==> src/hw/cpk_pkg.sv <==
package cpk_pkg;
  localparam int unsigned CPK_WORD_W = 64;
  localparam int unsigned CPK_TYPE_W = 6;
  localparam int unsigned CPK_PIX_W  = 24;
  localparam int unsigned CPK_SLOTS  = 10;

  localparam logic [5:0] CPK_T_RGB444   = 6'h20;
  localparam logic [5:0] CPK_T_RGB555   = 6'h21;
  localparam logic [5:0] CPK_T_RGB565   = 6'h22;
  localparam logic [5:0] CPK_T_RGB666   = 6'h23;
  localparam logic [5:0] CPK_T_RGB888   = 6'h24;
  localparam logic [5:0] CPK_T_RAW6     = 6'h28;
  localparam logic [5:0] CPK_T_RAW7     = 6'h29;
  localparam logic [5:0] CPK_T_RAW8     = 6'h2A;
  localparam logic [5:0] CPK_T_RAW10    = 6'h2B;
  localparam logic [5:0] CPK_T_RAW12    = 6'h2C;
  localparam logic [5:0] CPK_T_RAW14    = 6'h2D;
  localparam logic [5:0] CPK_T_Y420_8   = 6'h18;
  localparam logic [5:0] CPK_T_Y420_10  = 6'h19;
  localparam logic [5:0] CPK_T_Y420_L8  = 6'h1A;
  localparam logic [5:0] CPK_T_Y420_8C  = 6'h1C;
  localparam logic [5:0] CPK_T_Y420_10C = 6'h1D;
  localparam logic [5:0] CPK_T_Y422_8   = 6'h1E;
  localparam logic [5:0] CPK_T_Y422_10  = 6'h1F;
  localparam logic [5:0] CPK_T_USER_LO  = 6'h30;
  localparam logic [5:0] CPK_T_USER_HI  = 6'h37;

  // up to ten pixel samples, slot 0 is pixel 1; yuv slots carry samples
  typedef struct packed {
    logic [CPK_SLOTS-1:0][CPK_PIX_W-1:0] pix;
  } cpk_pixels_t;

  typedef struct packed {
    logic vsync;
    logic hsync;
    logic valid;
  } cpk_sync_t;
endpackage

==> src/hw/cpk_line_par.sv <==
module cpk_line_par
  import cpk_pkg::*;
(
  // clock and reset
  input  wire logic clk,
  input  wire logic rst,
  // sync in
  input  wire logic vsync,
  input  wire logic hsync,
  // line parity, high on odd lines
  output logic      odd_line
);
  logic hs_q, hs_d, odd_q, odd_d;

  always_comb begin
    hs_d  = hsync;
    odd_d = odd_q;
    if (vsync) begin
      odd_d = 1'b1;
    end else if (hs_q && !hsync) begin
      odd_d = ~odd_q;
    end
  end

  always_ff @(posedge clk) begin
    if (rst) begin
      hs_q  <= 1'b0;
      odd_q <= 1'b1;
    end else begin
      hs_q  <= hs_d;
      odd_q <= odd_d;
    end
  end

  assign odd_line = odd_q;
endmodule

==> src/hw/cpk_type_hold.sv <==
module cpk_type_hold
  import cpk_pkg::*;
(
  // clock and reset
  input  wire logic                  clk,
  input  wire logic                  rst,
  // requested type and line state
  input  wire logic [CPK_TYPE_W-1:0] type_req,
  input  wire logic                  hsync,
  // type in force
  output logic [CPK_TYPE_W-1:0]      type_cur
);
  logic [CPK_TYPE_W-1:0] type_q, type_d;

  always_comb begin
    type_d = type_q;
    if (!hsync) begin
      type_d = type_req;
    end
  end

  always_ff @(posedge clk) begin
    if (rst) begin
      type_q <= CPK_T_RAW8;
    end else begin
      type_q <= type_d;
    end
  end

  assign type_cur = type_q;
endmodule

==> src/hw/cpk_packer.sv <==
// Behaviour
// a new 64-bit word goes out every pixel clock during video
// the word layout follows the current video data type
// raw6: ten 6-bit pixels from bit 0, top bits zero
// raw7: eight 7-bit pixels from bit 0, rest zero
// raw8 and user 8-bit: eight bytes, pixel 1 lowest
// raw10: six 10-bit pixels, bits 63..60 zero
// raw12: five 12-bit pixels, bits 63..60 zero
// raw14: four 14-bit pixels from bit 0, rest zero
// rgb444: four 12-bit pixels, bits 63..48 zero
// rgb555: four 15-bit pixels, top four bits zero
// rgb565: four 16-bit pixels fill the word
// rgb666: three 18-bit pixels, rest zero
// rgb888: two 24-bit pixels, bits 63..48 zero
// yuv420 8-bit: odd lines eight Y, even lines U Y V Y order
// legacy yuv420: C1 Y1 Y2 C3 Y3 Y4, chroma U odd, V even
// yuv420 10-bit: odd six Y, even U1 Y1 V1 Y2, rest zero
// yuv422 8-bit: U1 Y1 V1 Y2 U3 Y3 V3 Y4 bytes
// yuv422 10-bit: U1 Y1 V1 Y2 samples, bits 63..40 zero
// type changes only take effect while hsync is low
// first line of a frame is odd; parity toggles per line
// device reads fields by width; padding content is ignored
module cpk_packer
  import cpk_pkg::*;
(
  // clock and reset
  input  wire logic                  clk,
  input  wire logic                  rst,
  // user pixel side
  input  cpk_pkg::cpk_pixels_t       pix_in,
  input  cpk_pkg::cpk_sync_t         sync_in,
  input  wire logic [CPK_TYPE_W-1:0] type_req,
  // transmitter video side
  output logic [CPK_WORD_W-1:0]      tx_data,
  output logic [CPK_TYPE_W-1:0]      tx_type,
  output logic                       tx_hsync,
  output logic                       tx_vsync,
  output logic                       tx_valid
);
  import cpk_pkg::*;

  logic                  odd_line;
  logic [CPK_TYPE_W-1:0] type_cur;
  logic [CPK_WORD_W-1:0] data_q, data_d;
  logic [CPK_TYPE_W-1:0] type_q, type_d;
  cpk_sync_t             sync_q, sync_d;
  logic [CPK_WORD_W-1:0] w6, w7, w8, w10, w12, w14, w15, w16, w18, w24;
  logic [CPK_WORD_W-1:0] wy8e, wyl8, wy10e;

  cpk_line_par u_par (
    .clk      (clk),
    .rst      (rst),
    .vsync    (sync_in.vsync),
    .hsync    (sync_in.hsync),
    .odd_line (odd_line)
  );

  cpk_type_hold u_type (
    .clk      (clk),
    .rst      (rst),
    .type_req (type_req),
    .hsync    (sync_in.hsync),
    .type_cur (type_cur)
  );

  // per-slot field placement, pixel 1 lowest
  always_comb begin
    w6  = '0;
    w7  = '0;
    w8  = '0;
    w10 = '0;
    w12 = '0;
    w14 = '0;
    w15 = '0;
    w16 = '0;
    w18 = '0;
    w24 = '0;
    for (int i = 0; i < 10; i++) begin
      w6[i*6 +: 6] = pix_in.pix[i][5:0];
    end
    for (int i = 0; i < 8; i++) begin
      w7[i*7 +: 7] = pix_in.pix[i][6:0];
      w8[i*8 +: 8] = pix_in.pix[i][7:0];
    end
    for (int i = 0; i < 6; i++) begin
      w10[i*10 +: 10] = pix_in.pix[i][9:0];
    end
    for (int i = 0; i < 5; i++) begin
      w12[i*12 +: 12] = pix_in.pix[i][11:0];
    end
    for (int i = 0; i < 4; i++) begin
      w14[i*14 +: 14] = pix_in.pix[i][13:0];
      w15[i*15 +: 15] = pix_in.pix[i][14:0];
      w16[i*16 +: 16] = pix_in.pix[i][15:0];
    end
    for (int i = 0; i < 3; i++) begin
      w18[i*18 +: 18] = pix_in.pix[i][17:0];
    end
    for (int i = 0; i < 2; i++) begin
      w24[i*24 +: 24] = pix_in.pix[i];
    end
  end

  // yuv sample orders: slots carry samples in output order
  always_comb begin
    wy8e  = w8;
    wyl8  = {16'h0000, w8[47:0]};
    wy10e = {24'h000000, w10[39:0]};
  end

  always_comb begin
    sync_d = sync_in;
    type_d = type_cur;
    data_d = '0;
    unique case (type_cur)
      CPK_T_RAW6:    data_d = w6;
      CPK_T_RAW7:    data_d = w7;
      CPK_T_RAW8:    data_d = w8;
      CPK_T_RAW10:   data_d = w10;
      CPK_T_RAW12:   data_d = w12;
      CPK_T_RAW14:   data_d = w14;
      CPK_T_RGB444:  data_d = {16'h0000, w12[47:0]};
      CPK_T_RGB555:  data_d = w15;
      CPK_T_RGB565:  data_d = w16;
      CPK_T_RGB666:  data_d = w18;
      CPK_T_RGB888:  data_d = w24;
      CPK_T_Y420_8,
      CPK_T_Y420_8C: data_d = odd_line ? w8 : wy8e;
      CPK_T_Y420_L8: data_d = wyl8;
      CPK_T_Y420_10,
      CPK_T_Y420_10C: data_d = odd_line ? w10 : wy10e;
      CPK_T_Y422_8:  data_d = wy8e;
      CPK_T_Y422_10: data_d = wy10e;
      default: begin
        if (type_cur >= CPK_T_USER_LO && type_cur <= CPK_T_USER_HI) begin
          data_d = w8;
        end
      end
    endcase
  end

  always_ff @(posedge clk) begin
    if (rst) begin
      data_q <= '0;
      type_q <= CPK_T_RAW8;
      sync_q <= '0;
    end else begin
      data_q <= data_d;
      type_q <= type_d;
      sync_q <= sync_d;
    end
  end

  assign tx_data  = data_q;
  assign tx_type  = type_q;
  assign tx_hsync = sync_q.hsync;
  assign tx_vsync = sync_q.vsync;
  assign tx_valid = sync_q.valid;
endmodule

==> config.mk <==
export PLATFORM = sky130hd
export DESIGN_NAME = cpk_packer
export DESIGN_NICKNAME = d
export VERILOG_FILES = /design/src/hw/cpk_pkg.sv /design/src/hw/cpk_line_par.sv /design/src/hw/cpk_type_hold.sv /design/src/hw/cpk_packer.sv
export SDC_FILE = /design/constraint.sdc
export NUM_CORES = 1
export LEC_CHECK = 0
export ABC_CLOCK_PERIOD_IN_PS = 2170
export CORE_AREA = 2 2 127 129
export CTS_CLUSTER_DIAMETER = 50
export CTS_CLUSTER_SIZE = 40
export DETAILED_ROUTE_END_ITERATION = 6
export DIE_AREA = 0 0 129 131
export DONT_BUFFER_PORTS = 1
export PLACE_DENSITY = 0.57
export SLEW_MARGIN = 15
export SYNTH_ARGS = -nofsm -noshare
export SYNTH_HDL_FRONTEND = slang
export SYNTH_SLANG_ARGS = --single-unit
==> constraint.sdc <==
create_clock -name clk -period 2.17 [get_ports clk]
set_input_delay 0.1085 -clock clk [delete_from_list [all_inputs] [get_ports clk]]
set_output_delay 0.1085 -clock clk [all_outputs]
set_load 0.02 [all_outputs]
Word level (Yosys, flattened, before mapping)
Index checks and enable logic that the tools add are counted.
{"block": "totals", "input_bits": 251, "ff_bits": 80, "out_inout_bits": 73}
{"block": "op_classes", "muxes": 3, "bitwise_logic": 1, "n_reduce_logical": 6, "n_lt_le_gt_ge": 2, "n_eq_ne": 18}
{"op": "$pmux W64 S14", "n": 1}
{"op": "$eq A6 B6 Y1 const B", "n": 11}
{"op": "$mux W64", "n": 1}
{"op": "$mux W60", "n": 1}
{"op": "$eq A6 B5 Y1 const B", "n": 7}
{"op": "$ge A6 B6 Y1 const B", "n": 1}
{"op": "$le A6 B6 Y1 const B", "n": 1}
{"op": "$reduce_or A2 Y1", "n": 2}
{"op": "$reduce_or A4 Y1", "n": 1}
{"op": "$logic_and A1 B1 Y1", "n": 2}
{"op": "$logic_not A1 Y1", "n": 1}
{"op": "$not A1 Y1", "n": 1}

Depth between registers and ports, before layout
Gate-level depths: netlist of the first run.
{"block": "logic_depth", "ltp_word": 4, "mapped_depth": 8, "mapped_depth_nobuf": 5}

Modules after synthesis
A second synthesis of the first run with hierarchy kept.
{"block": "unflattened", "hier_cells": 644, "hier_area_um2": 5396.4}
{"mod": "cpk_packer", "cells_each": 619, "area_per_inst_um2": 5103.6, "n_inst": 1, "seq_area_each_um2": 1461.4}
{"mod": "cpk_type_hold", "cells_each": 19, "area_per_inst_um2": 225.2, "n_inst": 1, "seq_area_each_um2": 120.1}
{"mod": "cpk_line_par", "cells_each": 6, "area_per_inst_um2": 67.6, "n_inst": 1, "seq_area_each_um2": 40.0}

Least setup slack after synthesis of the first run
Ideal clock, no wire load.
{"block": "synth_timing", "path_kind": "flip-flop to flip-flop", "start": "register u_type.type_q[0], in the netlist u_type.type_cur[0]", "end": "register data_q[19], in the netlist tx_data[19]", "t_arrival_ns": 1.655, "path_stages_with_launch": 9, "synth_period_minus_slack_ns": 1.787, "setup_slack_ns": 0.383, "t_required_ns": 2.038, "path_cell_list": "dfxtp_1 and4b_1 buf_2 and2_1 buf_2 buf_4 buf_2 a221oi_1 a31oi_1"}
{"block": "synth_via", "elab_chain_len": 4, "word_cells_on_any_way": 25, "classes_between": "order compare (2); eq/ne (18); mux (2); reduce/logical (3)"}
{"element": "start, declared", "line": "cpk_type_hold.sv:13", "source": "logic [CPK_TYPE_W-1:0] type_q, type_d;"}
{"element": "start signal, assigned", "line": "cpk_type_hold.sv:26", "source": "type_q <= type_d;"}
{"element": "$ge A6 B6 Y1 or $le A6 B6 Y1 (tied branches)", "line": "cpk_packer.sv:135", "source": "if (type_cur >= CPK_T_USER_LO && type_cur <= CPK_T_USER_HI) begin"}
{"element": "$logic_and A1 B1 Y1", "line": "cpk_packer.sv:135"}
{"element": "$mux W64", "line": "cpk_packer.sv:135"}
{"element": "$pmux W64 S14 (*)", "line": "cpk_packer.sv:115", "source": "unique case (type_cur)"}
{"element": "end signal, assigned", "line": "cpk_packer.sv:148", "source": "data_q <= data_d;"}
{"element": "end, declared", "line": "cpk_packer.sv:44", "source": "logic [CPK_WORD_W-1:0] data_q, data_d;"}
Every way passes the cells marked *; elsewhere a longest branch is shown, timed or not.
A chain may end at the register's enable or synchronous reset.

Worst setup path after layout of the first run
{"block": "layout_timing", "start": "register u_type.type_q[0], in the netlist u_type.type_cur[0]", "end": "register data_q[46], in the netlist tx_data[46]"}
Same word-level chain as after synthesis.

==> results.sh, run 1 <==
export IMPL_startpoint="u_type.type_cur[0]$_SDFFE_PP0N_"
export IMPL_yosysSeqAreaShare_pct=31.1
export IMPL_area_growth_pct=28.6
export IMPL_async_flop_share_pct=0
export IMPL_rr_worst_depth=6
export IMPL_drt_wirelength_per_cell_um=29.7
export IMPL_drt_pass1_iterations=7
export IMPL_rsz0062_at_grt="false"
export IMPL_clkLatencyLatePin_ns=0.35
export IMPL_synth_seq_cells=80
export IMPL_worstHoldStart="pix_in[59]"
export IMPL_drive_above_1_share_pct=11.7
export IMPL_clockRootBuffer="clkbuf_16"
export IMPL_vias=6211
export IMPL_antenna_found_initial=0
export IMPL_routed_wl_mm=25.7
export IMPL_grt_pass1_vias=5772
export IMPL_endpoint="tx_data[46]$_SDFF_PP0_"
export IMPL_hold_class="input pin to register"
export IMPL_io_pins=324
export IMPL_tightest_slew_ns=0.746
export IMPL_p_total_mw=4.20
export IMPL_layout_common_cells="dlygate4sd3_1, dfxtp_1, a22o_1, a221oi_1, a22oi_1"
export IMPL_diodes=0
export IMPL_dieWidth_um=129
export IMPL_cts_made_buffers=9
export IMPL_viasPerCell=7.17
export IMPL_initial_core_util_pct=33.0
export IMPL_dieArea_um2=16900
export IMPL_placed_cell_area_um2=5460
export IMPL_syn_area_per_cell_um2=8.59
export IMPL_yosys_warnings=0
export IMPL_slew_headroom_pct=50.2
export IMPL_row_count=46
export IMPL_hold_violations=1
export IMPL_clockBufferDepth=2
export IMPL_drt_iter0_drc=1115
export IMPL_setup_viol=0
export IMPL_finalCritPeriodShare_pct=94.3
export IMPL_path_clk_slew_ns=0.06
export IMPL_worstPathArrival_ns=2.26
export IMPL_fillers=1573
export IMPL_critPathKind="register to register"
export IMPL_crit_path_end_kind="register"
export IMPL_dp_hpwl_mm=16.5
export IMPL_max_freq_mhz=489
export IMPL_layout_commonest_cell="dlygate4sd3_1"
export IMPL_grt_pass1_wl_mm=36.8
export IMPL_maxCapViolations=0
export IMPL_whs_ns=-0.00436
export IMPL_drtAntennaViolNets=0
export IMPL_cp_max_fo=36
export IMPL_place_ws_ns=0.0882
export IMPL_ys_flop_type="dfxtp_1"
export IMPL_grt_max_degree=75
export IMPL_synth_edff_count=0
export IMPL_syn_inst=599
export IMPL_placement_io_buffers=0
export IMPL_startpoint_type="register"
export IMPL_reg2reg_from="u_type.type_cur[0]$_SDFFE_PP0N_"
export IMPL_fin_skew_ns=0.00635
export IMPL_syn_area_um2=5140
export IMPL_run_status="finished with violations"
export IMPL_drv_slew=0
export IMPL_routabilityCongestion=0.914
export IMPL_nets=896
export IMPL_violations="design-rule violations, negative hold slack"
export IMPL_p_leak_nw=2.23
export IMPL_fin_setup_tns_ns=0
export IMPL_final_cells=866
export IMPL_synth_cell_types=55
export IMPL_design_area_um2=6620
export IMPL_finalCriticalPeriod_ns=2.05
export IMPL_grt_overflow=0
export IMPL_crit_required_ns=2.38
export IMPL_syn_nets=850
export IMPL_cts_sinks=80
export IMPL_finalWorstSetupSlack_ns=0.125
export IMPL_h_tree_depth=3
export IMPL_drc=1
export IMPL_core_area_um2=15600
export IMPL_r2r_slack_ns=0.12
export IMPL_grt_total_usage_pct=28.7
export IMPL_placed_cells=767
export IMPL_peakVddDrop_mv=0.397
export IMPL_power_density_nw_per_um2=635
export IMPL_cts_tree="done"
export IMPL_fin_util_pct=42.4
export IMPL_r2r_end="tx_data[46]$_SDFF_PP0_"
export IMPL_die_h_um=131
-- flip-flops by register name (all words and copies together), names as in the netlist --
| register | flops |
|---|---|
| tx_valid | 1 |
| tx_type | 6 |
| tx_data | 64 |
| u_par.hs_q | 1 |
| tx_vsync | 1 |
| u_type.type_cur | 6 |
| u_par.odd_line | 1 |
-- where the power goes --
part / switching, mW / leakage [nW] / internal [mW]
clock network: 0.647 / 0.146 / 0.890
logic: 0.427 / 1.42 / 0.407
registers: 0.228 / 0.658 / 1.60
total: 1.30 / 2.23 / 2.90
-- critical path, cell delays in order (launching register included) --
cell and delay, ns:
dfxtp_1 0.59, nor2b_1 0.14, and4b_1 0.25, buf_12 0.18, a22o_1 0.20, a221oi_1 0.35, a31oi_1 0.17
-- worst min-delay path by stage --
stage,to,slack [ns],cells after the start
floorplan,u_par.odd_line$_SDFFE_PP1P_,0.21,1
detailed placement,tx_type[4]$_SDFF_PP0_,0.19,1
finish,tx_data[47]$_SDFF_PP0_,-0.004,2
global route,tx_data[52]$_SDFF_PP0_,0.01,2
global placement,tx_type[4]$_SDFF_PP0_,0.19,1
CTS,tx_data[26]$_SDFF_PP0_,0.0003,2
-- logic make-up (layout without fill, tap and decap cells) --
kind of cell	count (synthesis)	in the layout	share of synthesized area (%)
muxes	4	4	0.803
xor gates and xnor gates	2	2	0.341
AOI/OAI and AO/OA	309	309	47.0
buffers and inverters	91	142	8.03
and+or+nand+nor	113	113	12.7
DFF	80	80	31.1
-- per-layer routing --
metal / wire, µm / global-route usage, %
met4: 1350 / 13.7
met3: 3410 / 8.75
met1: 9730 / 37.1
met5: 0 / 0
met2: 11200 / 43.8
-- synthesized netlist by cell type (2+ instances only) --
cell type	number	share of area [%]
buf_4	5	0.73
a211oi_1	6	0.88
buf_1	5	0.36
dfxtp_1	80	31
a31oi_1	49	6.0
a211o_1	3	0.51
mux2i_1	3	0.58
xnor2_1	2	0.34
clkbuf_1	39	2.8
a221oi_1	66	11
a41oi_1	4	0.68
and4bb_2	2	0.49
nor3b_1	2	0.29
nand3_1	9	0.88
nor4bb_1	2	0.39
nor3_2	2	0.39
and4b_1	2	0.39
nor2b_1	12	1.5
or2_2	3	0.36
a21oi_1	18	1.8
nor2_1	23	1.7
nand4bb_1	2	0.44
nand2b_1	5	0.61
inv_1	5	0.36
a22oi_1	56	8.2
a22o_1	71	12
o21ai_0	9	0.88
buf_2	36	3.5
a32o_1	7	1.4
and3_1	3	0.36
a222oi_1	11	2.1
and2_1	8	0.97
nand2_1	27	2.0
-- repair_timing --
item	in CTS	in global routing
buffers inserted	0	0
endpoints found under the hold margin	80	1
hold buffers	82	1
resized for setup	0	6
setup endpoints to repair	0	19
-- layout make-up --
class                      count  area [µm²]  area share [%]
clock buffer                   9         225            3.40
clock inverter                 7        70.1            1.06
sequential                    80        1610            24.3
timing repair buffer         121        1270            19.2
multi-input combinational    428        3150            47.7
inverter                       5        18.8           0.284
tap                          216         270            4.08
No activity file was read; power rests on OpenSTA's default activity.
==> run 2, diff against run 1 <==
CORE_AREA = 2 2 124 126   (was 2 2 127 129)
CTS_CLUSTER_DIAMETER = not set   (was 50)
DIE_AREA = 0 0 126 128   (was 0 0 129 131)
PLACE_DENSITY = 0.59   (was 0.57)
==> results.sh, run 2 (synthesis results as in run 1) <==
export IMPL_grt_overflow=0
export IMPL_cts_sinks=80
export IMPL_hold_violations=0
export IMPL_grt_pass1_wl_mm=37.5
export IMPL_worstPathArrival_ns=2.21
export IMPL_finalCritPeriodShare_pct=93.7
export IMPL_dieWidth_um=126
export IMPL_antenna_found_initial=0
export IMPL_grt_max_degree=75
export IMPL_path_cells="nand2b_1, and4b_1, buf_12, a22o_1, a221oi_1, a41oi_1"
export IMPL_drtAntennaViolNets=0
export IMPL_clockRootBuffer="clkbuf_16"
export IMPL_nets=906
export IMPL_diodes=0
export IMPL_cts_made_buffers=9
export IMPL_power_density_nw_per_um2=633
export IMPL_drt_wirelength_per_cell_um=30.1
export IMPL_design_area_um2=6710
export IMPL_setup_viol=0
export IMPL_path_clk_slew_ns=0.06
export IMPL_crit_path_end_kind="register"
export IMPL_h_tree_depth=3
export IMPL_max_freq_mhz=492
export IMPL_initial_core_util_pct=34.6
export IMPL_whs_ns=0.00627
export IMPL_rsz0062_at_grt="false"
export IMPL_drc=0
export IMPL_placed_cells=740
export IMPL_grt_pass1_vias=5981
export IMPL_viasPerCell=7.43
export IMPL_core_area_um2=14900
export IMPL_die_h_um=128
export IMPL_hold_class="input pin to register"
export IMPL_layout_commonest_cell="dlygate4sd3_1"
export IMPL_drive_above_1_share_pct=11.7
export IMPL_maxCapViolations=0
export IMPL_grt_total_usage_pct=30.1
export IMPL_drv_slew=0
export IMPL_crit_required_ns=2.35
export IMPL_finalCriticalPeriod_ns=2.03
export IMPL_critPathKind="register to register"
export IMPL_peakVddDrop_mv=0.491
export IMPL_dieArea_um2=16100
export IMPL_fin_skew_ns=0.00953
export IMPL_routabilityCongestion=0.955
export IMPL_placement_io_buffers=0
export IMPL_p_leak_nw=2.28
export IMPL_final_cells=848
export IMPL_fillers=1459
export IMPL_tightest_slew_ns=0.580
export IMPL_vias=6301
export IMPL_slew_headroom_pct=61.2
export IMPL_clkLatencyLatePin_ns=0.36
export IMPL_io_pins=324
export IMPL_finalWorstSetupSlack_ns=0.136
export IMPL_slowest_stage="dfxtp_1"
export IMPL_largest_reg_flops=64
export IMPL_placed_cell_area_um2=5450
export IMPL_cp_max_fo=36
export IMPL_routed_wl_mm=25.6
export IMPL_crit_buf_inv=1
export IMPL_clockBufferDepth=2
export IMPL_layout_common_cells="dlygate4sd3_1, dfxtp_1, a22o_1, a221oi_1, a22oi_1"
export IMPL_row_count=45
export IMPL_dp_hpwl_mm=16.3
export IMPL_drt_iter0_drc=1085
export IMPL_cts_tree="done"
export IMPL_drt_pass1_iterations=7
export IMPL_run_status="completed"
export IMPL_cp_slowest_stage_delay_ns=0.55
export IMPL_crit_family="compound AO/OA/AOI/OAI gates"
export IMPL_place_ws_ns=-0.00237
export IMPL_area_growth_pct=30.4
export IMPL_startpoint_type="register"
## run 2: changes by cell type in the layout (fill, tap and decap cells not counted), moves of 2 or more
cell and delta:
dlygate4sd3_1 +9, clkinv_2 -2, dfxtp_1 +2, dfxtp_2 -2
inv_6 +2, nor2_1 -2
## run 2: path summary, 6_finish.rpt
| check | start | end | slack [ns] | cells past startpoint |
|---|---|---|---|---|
| worst max-delay path | u_type.type_cur[3]$_SDFFE_PP1N_ | tx_data[17]$_SDFF_PP0_ | 0.14 | 6 |
| worst max register to register | u_type.type_cur[3]$_SDFFE_PP1N_ | tx_data[17]$_SDFF_PP0_ | 0.14 | 6 |
| worst min register to register | u_par.odd_line$_SDFFE_PP1P_ | u_par.odd_line$_SDFFE_PP1P_ | 0.58 | 2 |
| worst min-delay path | pix_in[98] | tx_data[42]$_SDFF_PP0_ | 0.006 | 2 |
## run 2: layer usage
layer,wire [µm],track usage (%),up-vias
met4,1300,13.1,0
met5,0,0,-
met2,11000,45.5,602
li1,-,-,2575
met1,9630,38.2,2999
met3,3620,11.7,125
## run 2: timing repair
item,CTS,global route
endpoints found under the setup margin,5,25
buffers inserted,0,0
gates resized for setup,2,5
hold buffers,92,0
endpoints found under the hold margin,80,0
## run 2: metrics by stage
stage | utilization, % | total power [mW] | TNS (ns)
floorplan | - | 2.35 | 0
global placement | 36.7 | 2.50 | 0
detailed placement | 36.7 | 2.50 | -0.00237
CTS | 45.1 | 4.24 | 0
global route | 45.1 | 4.39 | 0
finish | 45.1 | 4.25 | 0
## run 2: worst reg2reg max path, cell delays in order (launching register included)
cell,delay [ns]
dfxtp_1,0.55
nand2b_1,0.14
and4b_1,0.26
buf_12,0.18
a22o_1,0.20
a221oi_1,0.28
a41oi_1,0.25
## run 2: final cells by class
class / instances / area [µm²] / area share, %
clock buffer: 9 / 225 / 3.36
clock inverter: 7 / 78.8 / 1.17
inverter: 5 / 18.8 / 0.280
multi-input combinational: 428 / 3160 / 47.2
sequential: 80 / 1610 / 23.9
tap: 188 / 235 / 3.51
timing repair buffer: 131 / 1380 / 20.6
## run 2: power by group
part	internal (mW)	total, mW	switching [mW]
Combinational	0.420	0.863	0.443
Sequential	1.60	1.83	0.228
Clock	0.905	1.56	0.652
Total	2.93	4.25	1.32
==> run 3, diff against run 2 <==
ABC_AREA = 1   (was not set)
CORE_AREA = 2 2 127 129   (was 2 2 124 126)
DIE_AREA = 0 0 129 131   (was 0 0 126 128)
PLACE_DENSITY = 0.71   (was 0.59)
==> results.sh, run 3 <==
export IMPL_grt_use_met3_pct=11.8
export IMPL_core_area_um2=15600
export IMPL_die_h_um=131
export IMPL_maxCapViolations=0
export IMPL_synth_compound_area_share_pct=5.06
export IMPL_antenna_found_initial=1
export IMPL_cts_made_buffers=9
export IMPL_crit_path_end_kind="register"
export IMPL_hold_class="input pin to register"
export IMPL_busiest_layer="met2"
export IMPL_synthTopCellsByCount="nand2_1, nand3_1, nor2_1"
export IMPL_grt_total_usage_pct=37.6
export IMPL_nets=1681
export IMPL_row_count=46
export IMPL_drt_iter0_drc=1256
export IMPL_reg2reg_from="u_type.type_cur[5]$_SDFFE_PP1N_"
export IMPL_grt_pass1_vias=8535
export IMPL_largest_reg_flops=64
export IMPL_path_clk_slew_ns=0.07
export IMPL_dieArea_um2=16900
export IMPL_initial_core_util_pct=46.3
export IMPL_drt_pass1_iterations=6
export IMPL_synth_area_leaders="nand2_1, dfxtp_1, nand3_1"
export IMPL_finalCritPeriodShare_pct=91.2
export IMPL_cp_max_fo=10
export IMPL_ys_flop_type="dfxtp_1"
export IMPL_run_status="finished with violations"
export IMPL_synth_edff_count=0
export IMPL_startpoint_type="register"
export IMPL_p_leak_nw=4.62
export IMPL_hold_violations=1
export IMPL_synth_most_common_cell="nand2_1"
export IMPL_drv_slew=0
export IMPL_critPathKind="register to register"
export IMPL_worstPathArrival_ns=2.28
export IMPL_synthMuxAreaShare_pct=0
export IMPL_whs_ns=-0.000145
export IMPL_violations="negative hold slack"
export IMPL_dp_hpwl_mm=22.3
export IMPL_syn_area_per_cell_um2=5.18
export IMPL_worstHoldStart="pix_in[172]"
export IMPL_fin_setup_tns_ns=0
export IMPL_rsz0062_at_grt="false"
export IMPL_finalCriticalPeriod_ns=1.98
export IMPL_syn_area_um2=7230
export IMPL_use_met2_pct=55.9
export IMPL_yosys_area_share_adder_pct=0
export IMPL_startpoint="u_type.type_cur[5]$_SDFFE_PP1N_"
export IMPL_layout_common_cells="nand2_1, nand3_1, nor2_1, inv_1, dfxtp_1"
export IMPL_yosys_area_top_type_share_pct=28.0
export IMPL_async_flop_share_pct=0
export IMPL_viasPerCell=5.70
export IMPL_fillers=1631
export IMPL_grt_pass1_wl_mm=49.0
export IMPL_fin_util_pct=55.3
export IMPL_power_density_nw_per_um2=522
export IMPL_cts_tree="done"
export IMPL_peakVddDrop_mv=0.512
export IMPL_drt_wirelength_per_cell_um=19.5
export IMPL_yosysSeqAreaShare_pct=22.2
export IMPL_setup_viol=0
export IMPL_vias=9415
export IMPL_area_growth_pct=19.3
export IMPL_clockRootBuffer="clkbuf_16"
export IMPL_cts_setup_buffers=0
export IMPL_fin_skew_ns=0.0108
export IMPL_drtAntennaViolNets=0
export IMPL_synth_seq_cells=80
export IMPL_grtUsageMet1_pct=50.0
export IMPL_placement_io_buffers=0
export IMPL_drc=0
export IMPL_max_freq_mhz=505
export IMPL_layout_commonest_cell="nand2_1"
export IMPL_dieWidth_um=129
export IMPL_r2r_slack_ns=0.19
export IMPL_io_pins=324
export IMPL_yosys_warnings=0
export IMPL_synth_xor_xnor_area_share_pct=0
export IMPL_synth_simple_gate_area_share_pct=59.5
export IMPL_tightest_slew_ns=1.03
export IMPL_clkLatencyLatePin_ns=0.36
export IMPL_syn_inst=1395
export IMPL_syn_nets=1646
export IMPL_drive_above_1_share_pct=7.18
export IMPL_synth_top_family_by_area="simple AND/OR/NAND/NOR gates"
export IMPL_grt_overflow=0
export IMPL_grt_max_degree=52
export IMPL_routabilityCongestion=0.965
export IMPL_slew_headroom_pct=30.9
export IMPL_crit_required_ns=2.47
export IMPL_synth_top_area_cell="nand2_1"
export IMPL_routed_wl_mm=32.2
export IMPL_h_tree_depth=3
export IMPL_synth_cell_types=27
export IMPL_cts_sinks=80
export IMPL_clockBufferDepth=2
run 3: final timing paths:
| kind | endpoint | cells after the start |
|---|---|---|
| worst max-delay path | tx_data[42]$_SDFF_PP0_ | 11 |
| worst min-delay path | tx_data[60]$_SDFF_PP0_ | 4 |
| worst max register to register | tx_data[42]$_SDFF_PP0_ | 11 |
| worst min register to register | tx_type[5]$_SDFF_PP1_ | 2 |
run 3: per-stage QoR:
step	setup WS, ns	instances	total power [mW]	hold slack (ns)	instance area, µm²
floorplan	0.573	1395	2.58	0.178	7230
global placement	0.187	1563	2.81	0.185	7590
detailed placement	0.146	1563	2.82	0.185	7590
CTS	0.112	1651	4.48	0.000110	8610
global route	0.00261	1652	4.69	0.0108	8620
finish	0.191	1653	4.50	-0.000145	8620
run 3: where the power goes:
group          internal [mW]  total, mW  leakage [nW]  switching (mW)
Combinational          0.412       1.13          3.82           0.715
Clock                  0.812       1.55         0.143           0.741
Sequential              1.60       1.82         0.658           0.217
run 3: repair_timing:
action	in CTS	in global routing
setup endpoints to repair	0	5
resized for setup	0	2
endpoints found under the hold margin	72	0
hold buffers	72	0
run 3: layout make-up:
cell class                      instances  area, µm²  area share [%]
Clock buffer                            9        225            2.61
Inverter                              141        529            6.14
Multi-Input combinational cell       1076       4680            54.3
Sequential cell                        80       1600            18.6
Tap cell                              216        270            3.14
Timing Repair Buffer                  122       1230            14.3
Antenna cell                            2       5.00          0.0581
Clock inverter                          7       72.6           0.842
run 3: logic make-up after synthesis:
group                  count (synthesis)
buffers and inverters                239
DFF                                   80
and+or+nand+nor                     1010
AOI/OAI and AO/OA                     66
run 3: per-layer routing:
metal | share of wire (%) | up-vias
li1 | - | 4456
met1 | 39 | 4104
met2 | 42 | 736
met3 | 15 | 119
met4 | 4.2 | 0
met5 | 0 | -
run 3: worst max-delay path, cell delays in order (launching register included):
cell and delay [ns]:
dfxtp_1 0.40, inv_2 0.09, nor2_4 0.29, nand2_1 0.18, nor2_2 0.26, buf_4 0.20, nand2_1 0.09, nand3_1 0.11
nor2_1 0.05, nand4_1 0.12, nand2_1 0.08, inv_1 0.06
